File: src/sia_pkg.sv
package sia_pkg;

   // Register indices on the plain register port (word index)
   localparam logic [3:0] ADDR_STATUS     = 4'h0;
   localparam logic [3:0] ADDR_ENABLE     = 4'h1;
   localparam logic [3:0] ADDR_IRQ_CFG    = 4'h2;
   localparam logic [3:0] ADDR_FAB_PEND   = 4'h3;
   localparam logic [3:0] ADDR_FAB_MASK   = 4'h4;
   localparam logic [3:0] ADDR_BM_PEND    = 4'h5;
   localparam logic [3:0] ADDR_BM_MASK    = 4'h6;
   localparam logic [3:0] ADDR_ENG_PEND   = 4'h7;
   localparam logic [3:0] ADDR_ENG_MASK   = 4'h8;
   localparam logic [3:0] ADDR_MAC_PEND   = 4'h9;
   localparam logic [3:0] ADDR_MAC_MASK   = 4'hA;
   localparam logic [3:0] ADDR_PHY1_FLAGS = 4'hB;
   localparam logic [3:0] ADDR_PHY1_MASK  = 4'hC;
   localparam logic [3:0] ADDR_PHY2_FLAGS = 4'hD;
   localparam logic [3:0] ADDR_PHY2_MASK  = 4'hE;
   localparam logic [3:0] ADDR_PIN_EVENT  = 4'hF;

   // Top-level status / enable bit positions
   localparam int BIT_FABRIC = 0;
   localparam int BIT_PHY1   = 1;
   localparam int BIT_PHY2   = 2;
   localparam int BIT_PIN    = 3;
   localparam int BIT_TIMER  = 4;
   localparam int BIT_SOFT   = 5;
   localparam int BIT_READY  = 6;
   localparam int TOP_BITS   = 7;

   // Interrupt configuration fields
   localparam int CFG_IRQ_EN     = 0;
   localparam int CFG_POL_HIGH   = 1;
   localparam int CFG_PUSH_PULL  = 2;
   localparam int CFG_INTV_LSB   = 8;
   localparam int INTV_BITS      = 8;

   // Fabric global pending bit positions
   localparam int FAB_BM  = 0;
   localparam int FAB_ENG = 1;
   localparam int FAB_MAC = 2;

   // PHY event bits; energy present is bit 7
   localparam int PHY_BITS          = 8;
   localparam int ENERGY_EVENT_BIT  = 7;
   localparam logic [7:0] PHY_VALID = 8'hFE;

   localparam int PIN_COUNT = 6;

   // Reset values
   localparam logic [6:0]  RST_ENABLE = 7'h00;
   localparam logic [15:0] RST_CFG    = 16'h0000;

   // De-assertion time unit and its length in clock cycles
   localparam int CLK_HZ       = 25_000_000;
   localparam int UNIT_NS      = 10_000;
   localparam int UNIT_CYCLES  = (UNIT_NS * (CLK_HZ / 1_000_000) + 999) / 1000;

   localparam int CTRL_BITS = 3;

   typedef struct packed {
      logic [3:0]  addr;
      logic [15:0] wdata;
      logic        wr;
      logic        rd;
   } sia_bus_t;

   typedef struct packed {
      logic [1:0]           bm;
      logic                 eng;
      logic [PIN_COUNT-1:0] pin;
      logic [PHY_BITS-1:0]  phy1;
      logic [PHY_BITS-1:0]  phy2;
      logic                 timer_wrap;
      logic                 ready;
   } sia_events_t;

endpackage : sia_pkg

File: src/sia_top.sv
`timescale 1ns/10ps
//////////////////////////////////////////////////////////////////////////////
// Summary of operation
// [RULE1] Enabled top status bits merge into one output
// [RULE2] Seven top-level sources feed the controller
// [RULE3] Timer, soft, ready live in top registers
// [RULE4] Fabric, PHY, pin bits mirror lower pending
// [RULE5] Mirrored bit stays until source cleared
// [RULE6] Software reads sub pending to find event
// [RULE7] Output enable bit gates the pin
// [RULE8] Polarity and open-drain buffer selectable
// [RULE9] De-assert timer enforces minimum inactive gap
// [RULE10] Zero interval disables the timer
// [RULE11] Interval starts on any de-assertion
// [RULE12] Fabric bit reflects global fabric pending
// [RULE13] Buffer manager two, engine one, MACs none
// [RULE14] Fabric path needs sub, global, top masks
// [RULE15] Two identical PHYs, each own top bit
// [RULE16] Seven PHY events per PHY
// [RULE17] PHY flags report cause, write-one clears
// [RULE18] PHY path needs mask, top enable, output enable
// [RULE19] Energy present bit 7 raises interrupt
// [RULE20] General power-down only by software
// [RULE21] External port mode forces first PHY down
// [RULE22] Six pins each individually enabled
// [RULE23] Timer wrap sets status, write-one clears
// [RULE24] Soft enable sets soft status
// [RULE25] Ready set after reset, write-one clears
// [RULE26] Level output: enabled status, enable, no gap
// [RULE27] Interval counts in fixed clock-derived units
//////////////////////////////////////////////////////////////////////////////
module sia_top #(
   parameter int INTV_W   = sia_pkg::INTV_BITS,
   parameter int UNIT_CYC = sia_pkg::UNIT_CYCLES
) (
   // Clock and reset
   input  wire logic                 clk,
   input  wire logic                 sys_rst,
   // Register port
   input  wire sia_pkg::sia_bus_t    bus,
   output logic [15:0]               rdata,
   // Event inputs from sub-modules, same clock, one-cycle pulses
   input  wire sia_pkg::sia_events_t events,
   // Port 1 mode: 2'b11 internal PHY, others external
   input  wire logic [1:0]           port_mode,
   // PHY power control
   output logic [1:0]                phy_powerdown,
   // Interrupt pin
   output logic                      irq_out,
   output logic                      irq_oe_n
);

   logic [sia_pkg::TOP_BITS-1:0]  top_enable;
   logic [15:0]                   irq_cfg;
   logic [2:0]                    fab_mask;
   logic [1:0]                    bm_pend, bm_mask;
   logic                          eng_pend, eng_mask;
   logic [sia_pkg::PHY_BITS-1:0]  phy_flags [2];
   logic [sia_pkg::PHY_BITS-1:0]  phy_mask  [2];
   logic [sia_pkg::PIN_COUNT-1:0] pin_pend, pin_en;
   logic                          timer_sts, soft_sts, ready_sts;
   logic [1:0]                    pd_req;
   logic [INTV_W-1:0]             gap_cnt;
   logic [15:0]                   unit_cnt;
   logic                          irq_active;
   logic                          first_cycle;

   logic        wr_cycle;
   logic [15:0] wd;
   logic [2:0]  fab_pend;
   logic [sia_pkg::TOP_BITS-1:0] top_status;
   logic        any_enabled;
   logic        next_irq_active;
   logic [INTV_W-1:0] intv;

   assign wr_cycle = bus.wr;
   assign wd       = bus.wdata;
   assign intv     = irq_cfg[sia_pkg::CFG_INTV_LSB +: INTV_W];

   //////////////////////////////////////////////////////////////////////////
   // Fabric tiers; MAC tier has no live sources
   assign fab_pend[sia_pkg::FAB_BM]  = |(bm_pend & bm_mask);           // see [RULE13]
   assign fab_pend[sia_pkg::FAB_ENG] = eng_pend & eng_mask;            // see [RULE13]
   assign fab_pend[sia_pkg::FAB_MAC] = 1'b0;                           // see [RULE13]

   // Top status: mirrors of lower tiers plus direct bits
   always_comb begin
      top_status                      = '0;
      top_status[sia_pkg::BIT_FABRIC] = |(fab_pend & fab_mask);          // see [RULE12] see [RULE14]
      top_status[sia_pkg::BIT_PHY1]   = |(phy_flags[0] & phy_mask[0]);   // see [RULE15] see [RULE18]
      top_status[sia_pkg::BIT_PHY2]   = |(phy_flags[1] & phy_mask[1]);   // see [RULE15] see [RULE19]
      top_status[sia_pkg::BIT_PIN]    = |(pin_pend & pin_en);            // see [RULE22] see [RULE4]
      top_status[sia_pkg::BIT_TIMER]  = timer_sts;                       // see [RULE3]
      top_status[sia_pkg::BIT_SOFT]   = soft_sts;
      top_status[sia_pkg::BIT_READY]  = ready_sts;
   end

   assign any_enabled = |(top_status & top_enable);                      // see [RULE1] see [RULE2]

   //////////////////////////////////////////////////////////////////////////
   // Configuration registers
   always_ff @(posedge clk) begin
      if (sys_rst) begin
         top_enable <= sia_pkg::RST_ENABLE;
         irq_cfg    <= sia_pkg::RST_CFG;
         fab_mask   <= '0;
         bm_mask    <= '0;
         eng_mask   <= 1'b0;
         pin_en     <= '0;
         pd_req     <= '0;
      end else if (wr_cycle) begin
         unique case (bus.addr)
            sia_pkg::ADDR_ENABLE:    top_enable <= wd[sia_pkg::TOP_BITS-1:0];
            sia_pkg::ADDR_IRQ_CFG:   irq_cfg    <= wd;
            sia_pkg::ADDR_FAB_MASK:  fab_mask   <= wd[2:0];
            sia_pkg::ADDR_BM_MASK:   bm_mask    <= wd[1:0];
            sia_pkg::ADDR_ENG_MASK:  eng_mask   <= wd[0];
            sia_pkg::ADDR_PIN_EVENT: pin_en     <= wd[8 +: sia_pkg::PIN_COUNT];
            sia_pkg::ADDR_STATUS:    pd_req     <= wd[9:8];  // see [RULE20]
            default: ;
         endcase
      end
   end

   //////////////////////////////////////////////////////////////////////////
   // Sticky pending bits: set wins over write-one clear
   always_ff @(posedge clk) begin
      if (sys_rst) begin
         bm_pend  <= '0;
         eng_pend <= 1'b0;
         pin_pend <= '0;
      end else begin
         bm_pend  <= events.bm | (bm_pend &
                     ~((wr_cycle && bus.addr == sia_pkg::ADDR_BM_PEND) ? wd[1:0] : 2'h0));
         eng_pend <= events.eng | (eng_pend &
                     ~(wr_cycle && bus.addr == sia_pkg::ADDR_ENG_PEND && wd[0]));
         pin_pend <= events.pin | (pin_pend &
                     ~((wr_cycle && bus.addr == sia_pkg::ADDR_PIN_EVENT) ?
                       wd[sia_pkg::PIN_COUNT-1:0] : 6'h00));               // see [RULE5]
      end
   end

   // Per-PHY source flags and masks
   genvar g;
   generate
      for (g = 0; g < 2; g++) begin : gen_phy
         localparam logic [3:0] FLAG_ADDR = g ? sia_pkg::ADDR_PHY2_FLAGS : sia_pkg::ADDR_PHY1_FLAGS;
         localparam logic [3:0] MASK_ADDR = g ? sia_pkg::ADDR_PHY2_MASK  : sia_pkg::ADDR_PHY1_MASK;
         logic [sia_pkg::PHY_BITS-1:0] ev;
         assign ev = (g ? events.phy2 : events.phy1) & sia_pkg::PHY_VALID;  // see [RULE16]
         always_ff @(posedge clk) begin
            if (sys_rst) begin
               phy_flags[g] <= '0;
               phy_mask[g]  <= '0;
            end else begin
               phy_flags[g] <= ev | (phy_flags[g] &
                               ~((wr_cycle && bus.addr == FLAG_ADDR) ?
                                 wd[sia_pkg::PHY_BITS-1:0] : 8'h00));   // see [RULE17]
               if (wr_cycle && bus.addr == MASK_ADDR)
                  phy_mask[g] <= wd[sia_pkg::PHY_BITS-1:0] & sia_pkg::PHY_VALID;
            end
         end
      end
   endgenerate

   //////////////////////////////////////////////////////////////////////////
   // Direct top-level bits
   always_ff @(posedge clk) begin
      if (sys_rst) begin
         timer_sts   <= 1'b0;
         soft_sts    <= 1'b0;
         ready_sts   <= 1'b0;
         first_cycle <= 1'b1;
      end else begin
         first_cycle <= 1'b0;
         timer_sts   <= events.timer_wrap | (timer_sts &
                        ~(wr_cycle && bus.addr == sia_pkg::ADDR_STATUS &&
                          wd[sia_pkg::BIT_TIMER]));                       // see [RULE23]
         soft_sts    <= top_enable[sia_pkg::BIT_SOFT] | (soft_sts &
                        ~(wr_cycle && bus.addr == sia_pkg::ADDR_STATUS &&
                          wd[sia_pkg::BIT_SOFT]));                        // see [RULE24]
         ready_sts   <= first_cycle | events.ready | (ready_sts &
                        ~(wr_cycle && bus.addr == sia_pkg::ADDR_STATUS &&
                          wd[sia_pkg::BIT_READY]));                       // see [RULE25]
      end
   end

   //////////////////////////////////////////////////////////////////////////
   // De-assertion interval: unit prescaler and gap counter
   always_ff @(posedge clk) begin
      if (sys_rst) begin
         unit_cnt <= '0;
      end else if (gap_cnt == '0 || unit_cnt == 16'(UNIT_CYC - 1)) begin
         unit_cnt <= '0;                                                  // see [RULE27]
      end else begin
         unit_cnt <= unit_cnt + 16'h0001;
      end
   end

   always_ff @(posedge clk) begin
      if (sys_rst) begin
         gap_cnt <= '0;
      end else if (irq_active && !next_irq_active) begin
         gap_cnt <= intv;                                                 // see [RULE11] see [RULE10]
      end else if (gap_cnt != '0 && unit_cnt == 16'(UNIT_CYC - 1)) begin
         gap_cnt <= gap_cnt - 1'b1;                                       // see [RULE9]
      end
   end

   assign next_irq_active = any_enabled && irq_cfg[sia_pkg::CFG_IRQ_EN] &&
                            (gap_cnt == '0);                              // see [RULE26] see [RULE7]

   //////////////////////////////////////////////////////////////////////////
   // Pin drive and PHY power-down
   always_ff @(posedge clk) begin
      if (sys_rst) begin
         irq_active    <= 1'b0;
         irq_out       <= 1'b0;
         irq_oe_n      <= 1'b1;
         phy_powerdown <= 2'b00;
      end else begin
         irq_active <= next_irq_active;
         if (irq_cfg[sia_pkg::CFG_PUSH_PULL]) begin
            irq_out  <= next_irq_active ~^ irq_cfg[sia_pkg::CFG_POL_HIGH];  // see [RULE8]
            irq_oe_n <= 1'b0;
         end else begin
            irq_out  <= 1'b0;                                               // see [RULE8]
            irq_oe_n <= ~next_irq_active;
         end
         phy_powerdown[0] <= pd_req[0] | (port_mode != 2'b11);              // see [RULE21]
         phy_powerdown[1] <= pd_req[1];
      end
   end

   //////////////////////////////////////////////////////////////////////////
   // Read data, one cycle after the strobe
   always_ff @(posedge clk) begin
      if (sys_rst) begin
         rdata <= '0;
      end else if (bus.rd) begin
         unique case (bus.addr)
            sia_pkg::ADDR_STATUS:     rdata <= {6'h00, pd_req, 1'b0, top_status};  // see [RULE6]
            sia_pkg::ADDR_ENABLE:     rdata <= {9'h000, top_enable};
            sia_pkg::ADDR_IRQ_CFG:    rdata <= irq_cfg;
            sia_pkg::ADDR_FAB_PEND:   rdata <= {13'h0000, fab_pend};
            sia_pkg::ADDR_FAB_MASK:   rdata <= {13'h0000, fab_mask};
            sia_pkg::ADDR_BM_PEND:    rdata <= {14'h0000, bm_pend};
            sia_pkg::ADDR_BM_MASK:    rdata <= {14'h0000, bm_mask};
            sia_pkg::ADDR_ENG_PEND:   rdata <= {15'h0000, eng_pend};
            sia_pkg::ADDR_ENG_MASK:   rdata <= {15'h0000, eng_mask};
            sia_pkg::ADDR_PHY1_FLAGS: rdata <= {8'h00, phy_flags[0]};
            sia_pkg::ADDR_PHY1_MASK:  rdata <= {8'h00, phy_mask[0]};
            sia_pkg::ADDR_PHY2_FLAGS: rdata <= {8'h00, phy_flags[1]};
            sia_pkg::ADDR_PHY2_MASK:  rdata <= {8'h00, phy_mask[1]};
            sia_pkg::ADDR_PIN_EVENT:  rdata <= {2'h0, pin_en, 2'h0, pin_pend};
            default:                  rdata <= 16'h0000;
         endcase
      end else begin
         rdata <= 16'h0000;
      end
   end

endmodule : sia_top

File: config.mk
export PLATFORM = sky130hd
export DESIGN_NAME = sia_top
export DESIGN_NICKNAME = d
export VERILOG_FILES = /design/src/sia_pkg.sv /design/src/sia_top.sv
export SDC_FILE = /design/constraint.sdc
export NUM_CORES = 1
export LEC_CHECK = 0
export ABC_CLOCK_PERIOD_IN_PS = 2500
export BUFFER_PORTS_ARGS = -buffer_cell sky130_fd_sc_hd__clkbuf_2
export CORE_ASPECT_RATIO = 1.25
export CORE_UTILIZATION = 57
export CTS_CLUSTER_DIAMETER = 100
export DETAILED_ROUTE_END_ITERATION = 8
export GPL_ROUTABILITY_DRIVEN = 0
export GPL_TIMING_DRIVEN = 0
export PLACE_DENSITY_LB_ADDON = 0.05
export SETUP_SLACK_MARGIN = 0.3
export SKIP_CTS_REPAIR_TIMING = 1
export SLEW_MARGIN = 20
export SYNTH_ARGS = -nofsm -noshare
export SYNTH_HDL_FRONTEND = slang
export SYNTH_SLANG_ARGS = --single-unit
export TNS_END_PERCENT = 10
File: constraint.sdc
create_clock -name clk -period 2.5 [get_ports clk]
set_clock_uncertainty 0.15 [all_clocks]
set_input_delay 0.375 -clock clk [delete_from_list [all_inputs] [get_ports clk]]
set_output_delay 0.375 -clock clk [all_outputs]
set_load 0.005 [all_outputs]
==> results of run 1 <==
[kinds of logic (layout without fill, tap and decap cells)]
group,count (synthesis),in the layout
simple gates,274,274
compound gates,144,144
flops,125,125
buf+inv,54,162
mux,28,28
xor+xnor,13,13
fa+ha+maj,3,3
[critical path: cells and delay by family (launching register included)]
kind | cells | cell delay (ns)
compound gates | 4 | 1.35
flops | 1 | 0.41
mux | 1 | 0.30
buf+inv | 1 | 0.16
[power by group]
part,internal [uW],switching [uW]
clock,1780,876
combinational,108,197
sequential,2090,54.1
total,3970,1130
[synthesized netlist by cell type (all sizes together), types with 2 or more instances]
library cell and instances:
o21ai 14, nand4 6, a21o 2, and4 5
mux2 9, mux2i 18, a211oi 3, or4 6
nor3 5, a221oi 2, a22oi 19, inv 16
and2 19, nor2b 15, a21oi 69, a32o 3
or3 7, edfxtp 14, o211ai 2, ha 3
a222oi 5, clkbuf 31, a22o 7, nand2 94
and3 10, a31oi 8, xnor2 5, nand2b 2
dfxtp 111, xor2 8, nor4 7, nand3 22
a32oi 2, nand3b 2, buf 7, nor4b 2
o31ai 3, nor2 68
[layout make-up]
type	instances	area, sq um
buffer	38	150.1
multi-input combinational	462	2744
sequential	125	2643
timing repair buffer	76	415.4
clock inverter	10	158.9
fill	721	2510
clock buffer	22	485.5
tap	123	153.9
inverter	16	60.06
[routing by layer]
metal | global-route usage (%) | share of wire (%)
met3 | 7.588 | 9.5
met1 | 41.25 | 39
met4 | 18.17 | 5.3
met5 | 0 | 0
met2 | 54.15 | 46
[state kept, by name (all words and copies together) (netlist names), 2 cells and up]
signal	count
pd_req	2
gap_cnt	8
bm_mask	2
pin_en	6
pin_pend	6
irq_cfg	16
rdata	16
phy_flags	16
top_enable	7
phy_mask	14
unit_cnt	16
phy_powerdown	2
bm_pend	2
fab_mask	3
[path summary, 6_finish.rpt]
path                                                   start                           to  slack (ns)  cells after the start
worst min-delay path                            port_mode[1]  phy_powerdown[0]$_SDFF_PP0_        0.01                      2
worst max-delay path            phy_mask[1][2]$_SDFFCE_PN0P_      gap_cnt[3]$_SDFFE_PP0P_        0.02                      6
worst max register to register  phy_mask[1][2]$_SDFFCE_PN0P_      gap_cnt[3]$_SDFFE_PP0P_        0.02                      6
worst min register to register           first_cycle$_DFF_P_         ready_sts$_SDFF_PP0_        0.29                      2
[through the flow]
stage	instance area, sq um	hold WS, ns	TNS [ns]	std cells	setup WS (ns)
CTS	6698	0.01450	-0.4981	863	-0.07659
finish	6810	0.01235	0	872	0.02111
floorplan	5558	0.2527	0	641	0.2650
detailed placement	6053	0.2969	-3.377	831	-0.2353
global placement	6047	0.2728	-2.553	831	-0.2371
global route	6810	0.02386	-0.1034	872	-0.01842
[cell usage in the layout (no fill, tap or decap), types with 3 or more instances in the layout]
cell type / Yosys / routed
nand3_1: 22 / 22
edfxtp_1: 14 / 14
nor3_1: 5 / 5
nand2_1: 94 / 94
a22oi_1: 19 / 19
and4_1: 4 / 4
or4_1: 5 / 5
xnor2_1: 5 / 5
a32o_1: 3 / 3
nor4_1: 6 / 4
o21ai_0: 14 / 13
inv_1: 16 / 16
a211oi_1: 3 / 3
buf_4: 1 / 9
bufinv_16: 0 / 4
buf_1: 4 / 4
and3_1: 10 / 10
ha_1: 3 / 3
o31ai_1: 3 / 3
clkbuf_1: 30 / 32
clkinv_2: 0 / 3
and2_1: 18 / 18
nand4_1: 6 / 6
clkbuf_16: 0 / 18
a21oi_1: 69 / 69
nor2b_1: 15 / 15
a31oi_1: 7 / 7
a22o_1: 7 / 7
a222oi_1: 5 / 5
clkbuf_2: 1 / 68
nor2_1: 68 / 68
mux2_4: 0 / 7
dfxtp_1: 111 / 111
xor2_1: 8 / 8
mux2i_1: 18 / 18
or3_1: 7 / 7
==> flow_metrics.py, run 1 <==
metrics = {
    "run_status": {
        "outcome": "finished, final reports clean",
    },
    "timing": {
        "worstMarginPinSlew_ns": 0.8144,
        "rsz0062_at_grt": "yes",
        "hold_viol_final": 0,
        "slew_headroom_pct": 45.51,
        "fmax_mhz": 403.4,
        "setup_violations": 0,
        "layout_min_cycle_time_ns": 2.479,
        "fin_crit_sh_pct": 99.16,
        "finalMaxSlewViolations": 0,
    },
    "clocking": {
        "path_clk_slew_ns": 0.05,
        "cts_htree_levels": 4,
        "clockBufferDepth": 2,
        "cts_buffers": 17,
        "cts_root_buffer": "clkbuf_16",
        "cts_tree": "built",
        "insertion_delay_ns": 0.41,
        "clock_sinks": 125,
    },
    "logic_synthesis": {
        "synth.area.mux_share_pct": 5.471,
        "synth_fp_nets": 697,
        "synth_ff_type": "dfxtp_1",
        "yosys_warnings": 0,
        "syn_area_sq_um": 5558,
        "synth_xor_area_share_pct": 2.049,
        "yosysTopAreaCell": "dfxtp_1",
        "synth_area_leaders": "dfxtp_1 40%, edfxtp_1 7.6%, nand2_1 6.3%",
        "ys_seq_elements": 125,
        "synth_area_per_cell_sq_um": 8.671,
        "synth_cell_types": 56,
        "synthAdderAreaFrac_pct": 0.6754,
        "synth-simple-area-share_pct": 23.93,
        "netlist_instances": 641,
        "synth_top_family_by_area": "simple AND/OR/NAND/NOR gates",
        "async_flop_share_pct": 0,
        "ys_seq_area_share_pct": 47.55,
        "synth_compound_area_share_pct": 16.55,
        "synth_edf_count": 14,
        "synth_top_area_share_pct": 39.98,
    },
    "setup_path": {
        "worst_ep_arrival_time_ns": 2.63,
        "crit_slowest_cell": "a2111o_1",
        "cp-end-kind": "register",
        "slowest_delay_ns": 0.51,
        "crit_fanout": 8,
        "crit_required_ns": 2.65,
        "start_kind": "register",
        "worstPathCellList": "a222oi_1 -> a31oi_1 -> a2111o_1 -> a31oi_4 -> buf_12 -> mux2_4",
        "crit_type": "register to register",
    },
    "detailed_routing": {
        "routedWlPerCell_um": 18.85,
        "drc": 0,
        "antenna_left": 0,
        "first_pass_iters": 5,
        "vias": 5328,
        "via_per_inst": 6.110,
        "drt_iter0_markers": 490,
        "wirelength_um": 16430,
    },
    "floorplanning": {
        "fp-row-count": 39,
        "die_h_um": 112.4,
        "pin_count": 73,
        "dieArea_sq_um": 10150,
        "die-width_um": 90.32,
        "initial_core_util_pct": 59.63,
        "coreArea_sq_um": 9320,
    },
    "power_and_ir_drop": {
        "vdd_drop_max_mv": 0.5856,
        "total_power_uw": 5098,
        "p_leak_uw": 0.002624,
        "p_per_area_nw_per_um2": 748.6,
    },
    "finish": {
        "final_core_util_pct": 73.07,
        "diodes": 0,
        "drive_gt1_share_pct": 17.09,
        "nets": 792,
        "syn2layout_area_growth_pct": 22.53,
    },
    "place": {
        "dp_hpwl_um": 11490,
        "port_buffers": 67,
    },
    "global_routing": {
        "grt_pass1_wl_um": 25780,
        "track_usage_pct": 33.36,
        "grt_max_degree": 17,
        "grt_pass1_vias": 5068,
        "grt.overflow.total": 0,
        "grt_antenna_before_repair": 0,
    },
    "min_path": {
        "min_path_type": "input port to register",
    },
    "job": {
        "cap_violations": 0,
    },
}
(Power assumes the default switching activity.)
==> run 2, diff against run 1 <==
- ABC_AREA: default -> 1
==> flow_metrics.py, run 2 <==
metrics = {
    "clocking": {
        "path_clk_slew_ns": 0.06,
        "cts_root_buffer": "clkbuf_16",
        "cts_tree": "built",
        "clock_sinks": 125,
        "insertion_delay_ns": 0.41,
        "clockBufferDepth": 2,
        "cts_htree_levels": 4,
        "cts_buffers": 17,
    },
    "logic_synthesis": {
        "netlist_instances": 747,
        "syn_area_sq_um": 5555,
        "ys_seq_area_share_pct": 47.57,
        "async_flop_share_pct": 0,
        "synth_fp_nets": 803,
        "yosysTopAreaCell": "dfxtp_1",
        "synth_area_leaders": "dfxtp_1 40%, nand2_1 11%, edfxtp_1 7.6%",
        "synth_area_per_cell_sq_um": 7.437,
        "synth_cell_types": 45,
        "ys_seq_elements": 125,
        "synth_ff_type": "dfxtp_1",
        "yosys_warnings": 0,
        "synth.most_common_cell": "nand2_1",
        "synth_top_area_share_pct": 40.00,
        "synthTopCellsByCount": "159 x nand2_1, 111 x dfxtp_1, 106 x inv_1, 80 x a21oi_1, 71 x nor2_1",
        "synth_edf_count": 14,
    },
    "finish": {
        "fill_cells": 773,
        "final_cell_mix": "159 x nand2_1, 111 x dfxtp_1, 106 x inv_1",
        "syn2layout_area_growth_pct": 19.86,
        "multi_input_area_sq_um": 2414,
        "nets": 895,
        "mostFrequentLayoutCell": "nand2_1",
        "diodes": 0,
        "drive_gt1_share_pct": 15.02,
        "register_area_sq_um": 2643,
    },
    "detailed_routing": {
        "vias": 5321,
        "drt_iter0_markers": 367,
        "first_pass_iters": 5,
        "drc": 0,
        "via_per_inst": 5.457,
        "antenna_left": 0,
        "wirelength_um": 14990,
        "routedWlPerCell_um": 15.37,
    },
    "global_routing": {
        "grt_pass1_vias": 5090,
        "met3_usage_pct": 7.114,
        "use_met1_pct": 34.89,
        "grt-busiest-layer": "met2",
        "grt.overflow.total": 0,
        "track_usage_pct": 30.91,
        "use_met2_pct": 53.33,
        "grt_max_degree": 17,
        "grt_antenna_before_repair": 0,
        "grt_pass1_wl_um": 24440,
    },
    "timing": {
        "rsz0062_at_grt": "no",
        "hold_ws_ns": 0.01547,
        "setup_tns_ns": 0,
        "worstMarginPinSlew_ns": 0.7270,
        "hold_viol_final": 0,
        "layout_min_cycle_time_ns": 1.993,
        "fin_crit_sh_pct": 79.71,
        "finalMaxSlewViolations": 0,
        "setup_violations": 0,
        "fmax_mhz": 501.8,
        "slew_headroom_pct": 51.21,
    },
    "floorplanning": {
        "dieArea_sq_um": 10150,
        "coreArea_sq_um": 9320,
        "fp-row-count": 39,
        "pin_count": 73,
        "die-width_um": 90.30,
        "die_h_um": 112.4,
        "initial_core_util_pct": 59.61,
    },
    "setup_path": {
        "slowest_delay_ns": 0.31,
        "path_depth": 11,
        "cp_top_family": "simple AND/OR/NAND/NOR gates",
        "crit_required_ns": 2.62,
        "worst_path_most_repeated_cell": "nand2_1",
        "worst_ep_arrival_time_ns": 2.11,
        "cp-end-kind": "register",
        "crit_fanout": 10,
        "crit_type": "register to register",
        "crit_slowest_cell": "dfxtp_1",
        "crit_buf_inv": 2,
        "rr_worst_depth": 11,
        "start_kind": "register",
        "worstPathCellList": "inv_1 -> ha_2 -> nand4_1 -> nor2_2 -> nand2_1 -> o21bai_2 -> nand2_2 -> buf_4 -> nand2_1 -> nand2_1 -> a21oi_1",
    },
    "min_path": {
        "min_path_cells": 2,
        "min_path_type": "input port to register",
    },
    "run_status": {
        "outcome": "finished, final reports clean",
    },
    "power_and_ir_drop": {
        "vdd_drop_max_mv": 0.4813,
        "p_leak_uw": 0.002904,
        "p_per_area_nw_per_um2": 717.3,
    },
    "place": {
        "dp_hpwl_um": 11110,
        "port_buffers": 70,
    },
    "job": {
        "cap_violations": 0,
    },
}
run 2: worst paths after layout:
kind | slack, ns | start | to
worst min-delay path | 0.02 | port_mode[0] | phy_powerdown[0]$_SDFF_PP0_
worst max register to register | 0.51 | gap_cnt[0]$_SDFFE_PP0P_ | gap_cnt[5]$_SDFFE_PP0P_
worst max-delay path | 0.51 | gap_cnt[0]$_SDFFE_PP0P_ | gap_cnt[5]$_SDFFE_PP0P_
worst min register to register | 0.31 | irq_cfg[4]$_SDFFE_PP0P_ | irq_cfg[4]$_SDFFE_PP0P_
run 2: logic make-up (layout without fill, tap and decap cells):
family                   after synthesis  in the layout  synth area share [%]
flip-flops                           125            125                 47.57
XOR/XNOR                              10             10                 1.577
AND/OR/NAND/NOR                      302            302                 23.56
AO/OA/AOI/OAI                        175            175                 17.55
buffers and inverters                132            237                 9.077
adder cells (fa/ha/maj)                3              3                0.6757
run 2: metrics by stage:
step	util, %	instance area (sq um)	cells	worst slack, ns	total power, uW
3_5_place_dp	65.02	6060	940	-0.1144	2436
3_3_place_gp	65.02	6060	940	-0.06854	2425
2_1_floorplan	-	5555	747	0.5689	2308
4_1_cts	71.12	6629	972	0.3143	4779
5_1_grt	71.45	6659	975	0.3089	4916
6_report	71.45	6659	975	0.5073	4776
run 2: worst reg2reg max path: stages (launching register included):
cell and delay, ns:
dfxtp_1 0.31, inv_1 0.11, ha_2 0.22, nand4_1 0.16, nor2_2 0.19, nand2_1 0.06, o21bai_2 0.21, nand2_2 0.11
buf_4 0.17, nand2_1 0.06, nand2_1 0.06, a21oi_1 0.06
run 2: per-layer routing:
metal | vias to the layer above | part of all wire [%]
met1 | 2424 | 40
met5 | - | 0
li1 | 2636 | -
met2 | 219 | 50
met3 | 42 | 5.9
met4 | 0 | 3.7
run 2: final cells by class:
type / instances / area share (%)
sequential: 125 / 39.68
multi-input combinational: 490 / 36.25
clock buffer: 21 / 6.764
inverter: 110 / 6.201
timing repair buffer: 73 / 5.637
tap: 123 / 2.311
clock inverter: 11 / 1.785
buffer: 22 / 1.372
run 2: power by group:
group / internal [uW] / leakage, uW / total, uW / switching [uW]
Sequential: 2090 / 0.00104 / 2140 / 44.0
Clock: 1490 / 0.000269 / 2370 / 888
Combinational: 90.4 / 0.00160 / 268 / 178
Total: 3670 / 0.00290 / 4780 / 1110
